[config.mk]
export PLATFORM = sky130hd
export DESIGN_NAME = dmr_result_regs
export DESIGN_NICKNAME = d
export VERILOG_FILES = /design/src/logic/dmr_pkg.sv /design/src/logic/dmr_conv_if.sv /design/src/logic/dmr_result_regs.sv /design/src/logic/dmr_result_slot.sv
export SDC_FILE = /design/constraint.sdc
export NUM_CORES = 1
export LEC_CHECK = 0
export BUFFER_PORTS_ARGS = -buffer_cell sky130_fd_sc_hd__buf_2
export CORE_UTILIZATION = 54
export CTS_CLUSTER_SIZE = 30
export DETAILED_ROUTE_END_ITERATION = 7
export PLACE_DENSITY_LB_ADDON = 0.2
export SLEW_MARGIN = 25
export SYNTH_ARGS = -nofsm -noshare
export SYNTH_HDL_FRONTEND = slang
export SYNTH_SLANG_ARGS = --single-unit
[constraint.sdc]
create_clock -name mclk_i -period 2.55 [get_ports mclk_i]
set_clock_uncertainty 0.05 [all_clocks]
set_input_delay 0.255 -clock mclk_i [delete_from_list [all_inputs] [get_ports mclk_i]]
set_output_delay 0.255 -clock mclk_i [all_outputs]
set_load 0.01 [all_outputs]
[src/logic/dmr_pkg.sv]
// constants for the diagnostic monitor result register bank
package dmr_pkg;

  // bus widths and channel count
  localparam int unsigned ADDR_W = 8;
  localparam int unsigned DATA_W = 8;
  localparam int unsigned RESULT_W = 12;
  localparam int unsigned CHAN_W = 4;
  localparam int unsigned NUM_CHAN = 7;

  // register offsets
  localparam logic [7:0] BATTERY_RESULT_HIGH = 8'h56;
  localparam logic [7:0] BATTERY_RESULT_LOW = 8'h57;
  localparam logic [7:0] MIC_BIAS_RESULT_HIGH = 8'h58;
  localparam logic [7:0] MIC_BIAS_RESULT_LOW = 8'h59;
  localparam logic [7:0] INPUT1_POS_RESULT_HIGH = 8'h5A;
  localparam logic [7:0] INPUT1_POS_RESULT_LOW = 8'h5B;
  localparam logic [7:0] INPUT1_NEG_RESULT_HIGH = 8'h5C;
  localparam logic [7:0] INPUT1_NEG_RESULT_LOW = 8'h5D;
  localparam logic [7:0] INPUT2_POS_RESULT_HIGH = 8'h5E;
  localparam logic [7:0] INPUT2_POS_RESULT_LOW = 8'h5F;
  localparam logic [7:0] INPUT2_NEG_RESULT_HIGH = 8'h60;
  localparam logic [7:0] INPUT2_NEG_RESULT_LOW = 8'h61;
  localparam logic [7:0] OUTPUT1_POS_RESULT_HIGH = 8'h62;
  localparam logic [7:0] MAP_FIRST = BATTERY_RESULT_HIGH;
  localparam logic [7:0] MAP_LAST = OUTPUT1_POS_RESULT_HIGH;

  // field positions inside a low register
  localparam int unsigned LOW_NIB_LSB = 4;
  localparam int unsigned CHAN_ID_LSB = 0;

  // channel identifiers, the fixed value of bits 3-0 of each low register
  localparam logic [3:0] CHAN_BATTERY = 4'h0;
  localparam logic [3:0] CHAN_MIC_BIAS = 4'h1;
  localparam logic [3:0] CHAN_INPUT1_POS = 4'h2;
  localparam logic [3:0] CHAN_INPUT1_NEG = 4'h3;
  localparam logic [3:0] CHAN_INPUT2_POS = 4'h4;
  localparam logic [3:0] CHAN_INPUT2_NEG = 4'h5;
  localparam logic [3:0] CHAN_OUTPUT1_POS = 4'h6;

  // values after reset, and the data returned by unmapped reads
  localparam logic [7:0] HIGH_RESET = 8'h00;
  localparam logic [3:0] NIB_RESET = 4'h0;
  localparam logic [7:0] UNMAPPED_DATA = 8'h00;

endpackage

[src/logic/dmr_conv_if.sv]
// conversion result carrier between the bank and its result slots
`timescale 1ns/1ns
`default_nettype none
interface dmr_conv_if;
  logic valid;
  logic [3:0] chan;
  logic [11:0] data;
  modport src (output valid, output chan, output data);
  modport dst (input valid, input chan, input data);
endinterface
`default_nettype wire

[src/logic/dmr_result_regs.sv]
// read-only diagnostic monitor result register bank, top level
// How it works
// [RULE_01] high register returns result upper byte, resets zero
// [RULE_02] low register bits 7-4 hold result nibble
// [RULE_03] battery low register id reads 0
// [RULE_04] mic bias low register id reads 1
// [RULE_05] input1 positive low register id reads 2
// [RULE_06] input1 negative low register id reads 3
// [RULE_07] input2 positive low register id reads 4
// [RULE_08] input2 negative low register id reads 5
// [RULE_09] output1 positive high byte at 0x62
// [RULE_10] battery high byte at 0x56, resets zero
// [RULE_11] pair updates together from one conversion
`timescale 1ns/1ns
`default_nettype none
module dmr_result_regs #(
  parameter int unsigned NUM_CHAN = dmr_pkg::NUM_CHAN
) (
  input wire logic mclk_i,
  input wire logic rstn_i,
  input wire logic conv_valid_i,
  input wire logic [3:0] conv_chan_i,
  input wire logic [11:0] conv_data_i,
  input wire logic rd_en_i,
  input wire logic wr_en_i,
  input wire logic [7:0] addr_i,
  output logic [7:0] rdata_o,
  output logic rvalid_o,
  output logic addr_err_o,
  output logic wr_refused_o,
  output logic [NUM_CHAN-1:0] fresh_o
);

  ////////////////////////////////////////////////////////////////////////
  // channel id table, one entry per slot
  // the id fills bits 3-0 of each low register and never changes

  localparam logic [3:0] CHAN_IDS [7] = '{
    dmr_pkg::CHAN_BATTERY, // [RULE_03]
    dmr_pkg::CHAN_MIC_BIAS, // [RULE_04]
    dmr_pkg::CHAN_INPUT1_POS, // [RULE_05]
    dmr_pkg::CHAN_INPUT1_NEG, // [RULE_06]
    dmr_pkg::CHAN_INPUT2_POS, // [RULE_07]
    dmr_pkg::CHAN_INPUT2_NEG, // [RULE_08]
    dmr_pkg::CHAN_OUTPUT1_POS
  };

  // one carrier feeds every slot; each slot matches its own id
  dmr_conv_if conv ();

  // per slot read-back values and update strobes
  logic [7:0] high_w [NUM_CHAN];
  logic [7:0] low_w [NUM_CHAN];
  logic [NUM_CHAN-1:0] upd_w;

  ////////////////////////////////////////////////////////////////////////
  // conversion strobe onto the carrier

  assign conv.valid = conv_valid_i;
  assign conv.chan = conv_chan_i;
  assign conv.data = conv_data_i;

  ////////////////////////////////////////////////////////////////////////
  // one result slot per monitored channel

  for (genvar g = 0; g < NUM_CHAN; g++) begin : g_slot
    dmr_result_slot #(
      .CHAN_ID(CHAN_IDS[g])
    ) u_slot (
      .mclk_i(mclk_i),
      .rstn_i(rstn_i),
      .conv(conv),
      .high_o(high_w[g]),
      .low_o(low_w[g]),
      .upd_o(upd_w[g])
    );
  end

  ////////////////////////////////////////////////////////////////////////
  // address decode: even offsets from the base are high bytes, odd are
  // low registers; the map ends on the output1 positive high byte
  // the output1 positive low register lies beyond this map

  logic mapped;
  logic [7:0] rel;
  logic [2:0] sel_chan;
  logic sel_low;

  // rel and the selects mean nothing while mapped is low
  // a channel count above eight would need a wider select
  always_comb begin
    mapped = (addr_i >= dmr_pkg::MAP_FIRST) &&
             (addr_i <= dmr_pkg::MAP_LAST); // [RULE_09] [RULE_10]
    rel = addr_i - dmr_pkg::MAP_FIRST;
    sel_chan = rel[3:1];
    sel_low = rel[0];
  end

  ////////////////////////////////////////////////////////////////////////
  // coherent pair read: a high byte read captures the matching low
  // register, so a following low read returns the same conversion even
  // if a new result lands between the two reads

  logic shadow_vld_q;
  logic shadow_vld_d;
  logic [2:0] shadow_chan_q;
  logic [2:0] shadow_chan_d;
  logic [7:0] shadow_q;
  logic [7:0] shadow_d;
  logic rd_hit;

  // a high read loads the snapshot, any low read retires it
  always_comb begin
    rd_hit = rd_en_i && mapped;
    shadow_vld_d = shadow_vld_q;
    shadow_chan_d = shadow_chan_q;
    shadow_d = shadow_q;
    if (rd_hit && !sel_low) begin
      shadow_vld_d = 1'b1; // [RULE_11]
      shadow_chan_d = sel_chan;
      shadow_d = low_w[sel_chan];
    end else if (rd_hit && sel_low) begin
      shadow_vld_d = 1'b0;
    end
  end

  // shadow registers
  always_ff @(posedge mclk_i) begin
    if (!rstn_i) begin
      shadow_vld_q <= 1'b0;
      shadow_chan_q <= 3'h0;
      shadow_q <= 8'h00;
    end else begin
      shadow_vld_q <= shadow_vld_d;
      shadow_chan_q <= shadow_chan_d;
      shadow_q <= shadow_d;
    end
  end

  ////////////////////////////////////////////////////////////////////////
  // read data mux; unmapped reads return zero and flag an error

  logic [7:0] rdata_q;
  logic [7:0] rdata_d;
  logic rvalid_q;
  logic rvalid_d;
  logic addr_err_q;
  logic addr_err_d;
  logic wr_ref_q;
  logic wr_ref_d;

  // next read port values; a write raises the refusal flag, and the error flag when unmapped
  always_comb begin
    rdata_d = rdata_q;
    rvalid_d = rd_en_i;
    addr_err_d = (rd_en_i || wr_en_i) && !mapped;
    wr_ref_d = wr_en_i; // every field here is read-only
    if (rd_en_i) begin
      if (!mapped) begin
        rdata_d = dmr_pkg::UNMAPPED_DATA;
      end else if (!sel_low) begin
        rdata_d = high_w[sel_chan]; // [RULE_01] [RULE_09] [RULE_10]
      end else if (shadow_vld_q && shadow_chan_q == sel_chan) begin
        rdata_d = shadow_q; // [RULE_11]
      end else begin
        rdata_d = low_w[sel_chan]; // [RULE_02]
      end
    end
  end

  // read port registers
  always_ff @(posedge mclk_i) begin
    if (!rstn_i) begin
      rdata_q <= 8'h00;
      rvalid_q <= 1'b0;
      addr_err_q <= 1'b0;
      wr_ref_q <= 1'b0;
    end else begin
      rdata_q <= rdata_d;
      rvalid_q <= rvalid_d;
      addr_err_q <= addr_err_d;
      wr_ref_q <= wr_ref_d;
    end
  end

  assign rdata_o = rdata_q;
  assign rvalid_o = rvalid_q;
  assign addr_err_o = addr_err_q;
  assign wr_refused_o = wr_ref_q;

  ////////////////////////////////////////////////////////////////////////
  // fresh flags: set by a new result, cleared when the register that
  // closes the pair is read; a new result in the clearing cycle wins

  logic [NUM_CHAN-1:0] fresh_q;
  logic [NUM_CHAN-1:0] fresh_d;
  logic [NUM_CHAN-1:0] fresh_clr;

  // the last channel has no low register here, so its high read
  // closes the pair
  always_comb begin
    for (int i = 0; i < NUM_CHAN; i++) begin
      fresh_clr[i] = rd_hit && (sel_chan == 3'(i)) &&
                     (sel_low || (32'(i) == NUM_CHAN - 1));
      fresh_d[i] = upd_w[i] || (fresh_q[i] && !fresh_clr[i]);
    end
  end

  // fresh flag registers
  always_ff @(posedge mclk_i) begin
    if (!rstn_i) begin
      fresh_q <= '0;
    end else begin
      fresh_q <= fresh_d;
    end
  end

  assign fresh_o = fresh_q;

endmodule
`default_nettype wire

[src/logic/dmr_result_slot.sv]
// one channel's result pair: high byte and low nibble plus channel id
`timescale 1ns/1ns
`default_nettype none
module dmr_result_slot #(
  parameter logic [3:0] CHAN_ID = 4'h0
) (
  input wire logic mclk_i,
  input wire logic rstn_i,
  dmr_conv_if.dst conv,
  output logic [7:0] high_o,
  output logic [7:0] low_o,
  output logic upd_o
);

  logic [7:0] high_q;
  logic [7:0] high_d;
  logic [3:0] nib_q;
  logic [3:0] nib_d;
  logic hit;

  // both halves load from the same conversion strobe
  always_comb begin
    hit = conv.valid && (conv.chan == CHAN_ID);
    high_d = high_q;
    nib_d = nib_q;
    if (hit) begin
      high_d = conv.data[11:4]; // [RULE_01] [RULE_11]
      nib_d = conv.data[3:0]; // [RULE_02] [RULE_11]
    end
  end

  // register the pair
  always_ff @(posedge mclk_i) begin
    if (!rstn_i) begin
      high_q <= dmr_pkg::HIGH_RESET;
      nib_q <= dmr_pkg::NIB_RESET;
    end else begin
      high_q <= high_d;
      nib_q <= nib_d;
    end
  end

  assign high_o = high_q;
  assign low_o = {nib_q, CHAN_ID}; // fixed id in bits 3-0
  assign upd_o = hit;

endmodule
`default_nettype wire

Word level (Yosys, flattened, before mapping) --
Cells that the tools add are included.
Word-level totals: output and inout port bits 18, flip-flop bits (word level) 114, memory bits (writable) 0, logic and storage cells 104, input bits 29, bits in latches 0, memories 0, ROM bits 0
Operators by class: divide/modulo/power cells 0, bitwise gates (word level) 1, eq/ne operators 13, shift-type cells 0, magnitude comparators 3, $mul 0, add/subtract/negate cells 1, reductions and logical operators 53, multiplexer cells 11
Operator list (number):
- $mux 8 | 7
- $bmux 8 s3 | 2
- $logic_and 1x1->1 | 33
- $eq 4x3->1 const B | 3
- $eq 3x3->1 const B | 3
- $logic_not 1->1 | 9
- $eq 4x2->1 const B | 2
- $ge 8x7->1 const B | 1
- $le 8x7->1 const B | 1
- $logic_or 1x1->1 | 8
- $eq 3x2->1 const B | 2
- $eq 4x1->1 const B | 1
- $ge 4x4->1 const B | 1
- $logic_not 4->1 | 1
- $not 3->4 | 1
- $sub 4x3->4 const B | 1
- $eq 3x1->1 const B | 1
- $eq 3x3->1 | 1
- $logic_not 3->1 | 1
- $mux 1 | 2
- $reduce_bool 2->1 | 1

Depth between registers and ports, before layout --
word-level depth 8, depth in mapped cells 11, gate-level depth less buffers 7

Hierarchy --
Synthesis repeated with hierarchy kept, for this count alone.
Unflattened totals: cells, all modules 675, area, all modules 6232.2 µm²
By module, submodules not included:
- dmr_result_regs | cells an instance 262, times used 1, seq. area each 600.6 µm², area each 2427.3 µm²
- dmr_result_slot (g_slot[5].u_slot ...) | cells an instance 59, times used 2, seq. area each 240.2 µm², area each 561.8 µm²
- dmr_result_slot (g_slot[1].u_slot ...) | cells an instance 59, times used 2, seq. area each 240.2 µm², area each 531.8 µm²
- dmr_result_slot (g_slot[3].u_slot) | cells an instance 59, times used 1, seq. area each 240.2 µm², area each 544.3 µm²
- dmr_result_slot (g_slot[4].u_slot) | cells an instance 60, times used 1, seq. area each 240.2 µm², area each 543.0 µm²
- dmr_result_slot (g_slot[0].u_slot) | cells an instance 58, times used 1, seq. area each 240.2 µm², area each 530.5 µm²

Worst setup path after synthesis --
No wires, ideal clock.
path type input port to flip-flop, start in addr_i[1], end reg rdata_q[2], in the netlist rdata_o[2], setup time 126 ps, setup slack -176 ps, buffers on the path 5, stages on the path 10, data required time 2374 ps, arrival 2549 ps, cell sequence buf_6 -> buf_4 -> buf_1 -> inv_1 -> ha_1 -> clkbuf_1 -> clkbuf_1 -> mux4_2 -> mux2i_1 -> o211ai_1
On the way: cells in the longest elaborated chain, start to end 8, elaborated cells between the ends (all ways) 16, those cells by class 1 x add/sub; 2 x order compare; 1 x eq/ne; 9 x mux; 1 x bitwise; 2 x reduce/logical
RTL lines:
- start, declared | RTL line dmr_result_regs.sv:26 | input wire logic [7:0] addr_i,
- $sub 4x3->4 * | RTL line dmr_result_regs.sv:94 | rel = addr_i - dmr_pkg::MAP_FIRST;
- net rel[1] | RTL line dmr_result_regs.sv:85 | logic [7:0] rel;
- $not 3->4 (not written as such) | RTL line dmr_result_regs.sv:162, dmr_result_regs.sv:166
- $bmux 8 s3 | RTL line dmr_result_regs.sv:166 | rdata_d = low_w[sel_chan];
- $mux 8 (not written as such) (2 in a row) | RTL line dmr_result_regs.sv:166
- $mux 8 | RTL line dmr_result_regs.sv:163 | end else if (shadow_vld_q && shadow_chan_q == sel_chan) begin
- $mux 8 * | RTL line dmr_result_regs.sv:161 | end else if (!sel_low) begin
- $mux 8 * | RTL line dmr_result_regs.sv:159 | if (!mapped) begin
- end signal, assigned | RTL line dmr_result_regs.sv:179 | rdata_q <= rdata_d;
- end, declared | RTL line dmr_result_regs.sv:143 | logic [7:0] rdata_q;
Mark *: on every way through the listed nets, which the timed path passes. The rest lies on a longest branch. The select of a mux whose other input is x is not followed. A chain may end at the register's enable or synchronous reset.

Worst setup path in the final report --
start reg shadow_chan_q[0], end reg rdata_q[4], in the netlist rdata_o[4]
On the way: cells in the longest elaborated chain, start to end 5
RTL lines:
- start, declared | RTL line dmr_result_regs.sv:106 | logic [2:0] shadow_chan_q;
- start signal, assigned | RTL line dmr_result_regs.sv:135 | shadow_chan_q <= shadow_chan_d;
- $eq 3x3->1 | RTL line dmr_result_regs.sv:163
- $logic_and 1x1->1 | RTL line dmr_result_regs.sv:163
- $mux 8 | RTL line dmr_result_regs.sv:163
- $mux 8 | RTL line dmr_result_regs.sv:161
- $mux 8 | RTL line dmr_result_regs.sv:159
No other way between the ends.

==> impl_metrics.toml <==
[logic_synthesis]
synth-seq-cells = 113
ys_warn_count = 0
synth_ff_type = "dfxtp_1"
syn-instance-count = 619
syn_area_sq_um = 5300
async_flop_share = 0
ys_types = 53
seq_area_frac_synth = 0.427
synth_fp_nets = 654
syn_area_per_cell_sq_um = 8.57
synth_edf_count = 0

[setup_path]
worstPathArrival_ns = 2.11
slowest_delay_ns = 0.52
cp-start-kind = "flop"
path_cells = "xnor2_1, o41a_1, a221o_1, a2bb2oi_1"
crit_fanout = 5
worstSetupEndpointType = "flop"
path_class = "flop to flop"
crit_required_ns = 2.91
cpMaxStageDelayCell = "o41a_1"

[timing]
worst_pin_slew_ns = 0.777
setup-tns-final_ns = 0
fin_crit_sh = 0.689
finalWorstSetupSlack_ns = 0.794
max_freq_mhz = 570
period_needed_ns = 1.76
maxSlewHeadroom = 0.481
drv_slew = 0
finalHoldViolations = 0
setup_viol = 0
whs_ns = 0.00582
rsz0062_at_grt = "false"

[floorplanning]
num_rows = 35
pin_count = 47
start_util = 0.566
core_area_sq_um = 9370
fp.dieH_um = 101
fp.dieW_um = 101
die-area_sq_um = 10200

[routing]
wire_per_inst_um = 18.4
drt-total-wl_um = 15000
dr.pass1.iters = 5
ant_nets = 0
viasPerCell = 5.85
vias = 4777
drc = 0
first_iter_violations = 322

[place]
place.gp.congestion = 0.899
dpl_worst_slack_ns = 0.374
dpl_cell_area_sq_um = 5680
portBuffers = 46
dp_hpwl_um = 9300

[finish]
syn_to_final_growth_pct = 20.7
ff_latch_area_sq_um = 2260
fillers = 791
finalNetCount = 709
stdcell_area_sq_um = 6400
multiInputGateArea_sq_um = 2850
diodes = 0
drive_above_1_share = 0.173
finish.utilization = 0.683

[global_routing]
grt_pass1_vias = 4678
grt_pass1_wl_um = 23800
overflow = 0
grtUsageTotal = 0.315
grt_max_degree = 87
antenna_found_initial = 0

[clock_network]
cts_sinks = 113
path_clk_slew_ns = 0.06
cts-root-buf = "clkbuf_8"
cts-buffers-inserted = 17
max-clock-path-buffers = 2
clk_latency_ns = 0.53
htreeDepth = 4
cts_tree = "yes"
cts_setup_buffers = 0
cts-resized-gates = 0

[power_and_ir_drop]
power_leakage_nw = 2.33
peakVddDrop_v = 0.000472
power_density_nw_per_um2 = 711

[run_status]
status = "completed"

[hold_path]
hold_class = "input pin to flop"

[job]
drv_cap = 0
-- power breakdown --
part	internal [mW]	total (mW)	switching, mW
registers	1.79	1.80	0.0122
clock network	1.54	2.39	0.854
logic	0.139	0.354	0.215
-- per-stage QoR --
step	power [mW]	cells
4_1_cts	4.56	816
3_3_place_gp	2.16	772
6_report	4.55	816
5_1_grt	4.68	816
2_1_floorplan	2.05	619
3_5_place_dp	2.17	772
-- worst max-delay path, delay by kind of cell, from the launching register on --
kind	cells	cell delay (ns)
compound gates	3	1.04
xor+xnor	1	0.21
flops	1	0.33
-- Yosys cell counts, types with 3 or more instances --
cell type | n | area [sq um]
and2_1 | 4 | 25.0
o211a_1 | 4 | 40.0
a31o_2 | 3 | 26.3
a21boi_0 | 86 | 646
o21ai_0 | 19 | 95.1
nor2b_1 | 8 | 50.1
nor2_1 | 14 | 52.6
a21oi_1 | 3 | 15.0
clkbuf_1 | 32 | 120
dfxtp_1 | 113 | 2260
buf_2 | 6 | 30.0
o211ai_1 | 8 | 60.1
a2bb2oi_1 | 4 | 35.0
o21a_1 | 3 | 22.5
ha_1 | 6 | 75.1
a221o_1 | 3 | 30.0
nand2b_1 | 6 | 37.5
nand2_1 | 202 | 758
mux4_2 | 11 | 248
a31oi_1 | 6 | 37.5
inv_1 | 6 | 22.5
mux2i_1 | 17 | 170
a41oi_1 | 5 | 43.8
nor3_1 | 5 | 25.0
nand3_1 | 12 | 60.1
-- worst paths after layout --
check / from / endpoint / slack, ns / depth (start not counted)
setup reg to reg: shadow_chan_q[0] / rdata_o[4] / 0.79 / 4
hold reg to reg: g_slot[1].u_slot.high_o[2] / g_slot[1].u_slot.high_o[2] / 0.41 / 2
setup / recovery: shadow_chan_q[0] / rdata_o[4] / 0.79 / 4
hold / removal: conv_data_i[5] / g_slot[5].u_slot.high_o[1] / 0.006 / 3
-- state kept, by name, indices dropped and copies added, names as in the netlist --
register	flops
shadow_chan_q	3
g_slot.u_slot.high_o	56
shadow_q	7
wr_refused_o	1
shadow_vld_q	1
fresh_o	7
rvalid_o	1
addr_err_o	1
rdata_o	8
g_slot.u_slot.nib_q	28
-- logic make-up (layout without fill, tap and decap cells) --
kind of cell               after synthesis  count (layout)  share of synthesized area
and+or+nand+nor                        261             261                      0.207
muxes                                   28              28                     0.0788
AOI/OAI and AO/OA                      158             158                      0.224
buffers and inverters                   48             116                     0.0389
adders and majority gates                6               6                     0.0142
DFF                                    113             113                      0.427
xor gates and xnor gates                 5               5                     0.0109
-- what timing repair did --
action                                 CTS  global route
hold buffers                            12             0
endpoints found under the hold margin   59             0
setup endpoints to repair                0             0
-- routing by layer --
metal | track usage | wire, um
met1 | 0.387 | 6260
met2 | 0.523 | 7030
met3 | 0.0624 | 1140
met4 | 0.165 | 571
met5 | 0 | 0
-- area by class of cell --
type | instances | share of cell area
clock buffers | 19 | 0.0690
clock inverters | 13 | 0.0250
repair buffers | 78 | 0.0782
well taps | 129 | 0.0252
multi-input cells | 458 | 0.446
flip-flops and latches | 113 | 0.353
inverters | 6 | 0.00352
-- layout by cell type (no fill, tap or decap), types with 2 or more instances in the layout --
| master | instances |
|---|---|
| a21boi_0 | 86 |
| a21oi_1 | 3 |
| a221o_1 | 3 |
| a2bb2oi_1 | 4 |
| a311o_1 | 2 |
| a31o_2 | 3 |
| a31oi_1 | 6 |
| a41oi_1 | 5 |
| and2_1 | 4 |
| and3_1 | 2 |
| buf_2 | 46 |
| buf_4 | 20 |
| bufinv_16 | 3 |
| clkbuf_16 | 16 |
| clkbuf_8 | 3 |
| clkinv_2 | 3 |
| clkinvlp_4 | 5 |
| dfxtp_1 | 113 |
| dlygate4sd3_1 | 12 |
| ha_1 | 6 |
| inv_1 | 6 |
| mux2i_1 | 17 |
| mux4_2 | 11 |
| nand2_1 | 202 |
| nand2b_1 | 6 |
| nand3_1 | 12 |
| nor2_1 | 14 |
| nor2b_1 | 8 |
| nor3_1 | 5 |
| o211a_1 | 4 |
| o211ai_1 | 8 |
| o21a_1 | 3 |
| o21ai_0 | 19 |
| xnor2_1 | 2 |
| xor2_1 | 2 |
(Power assumes the default switching activity.)
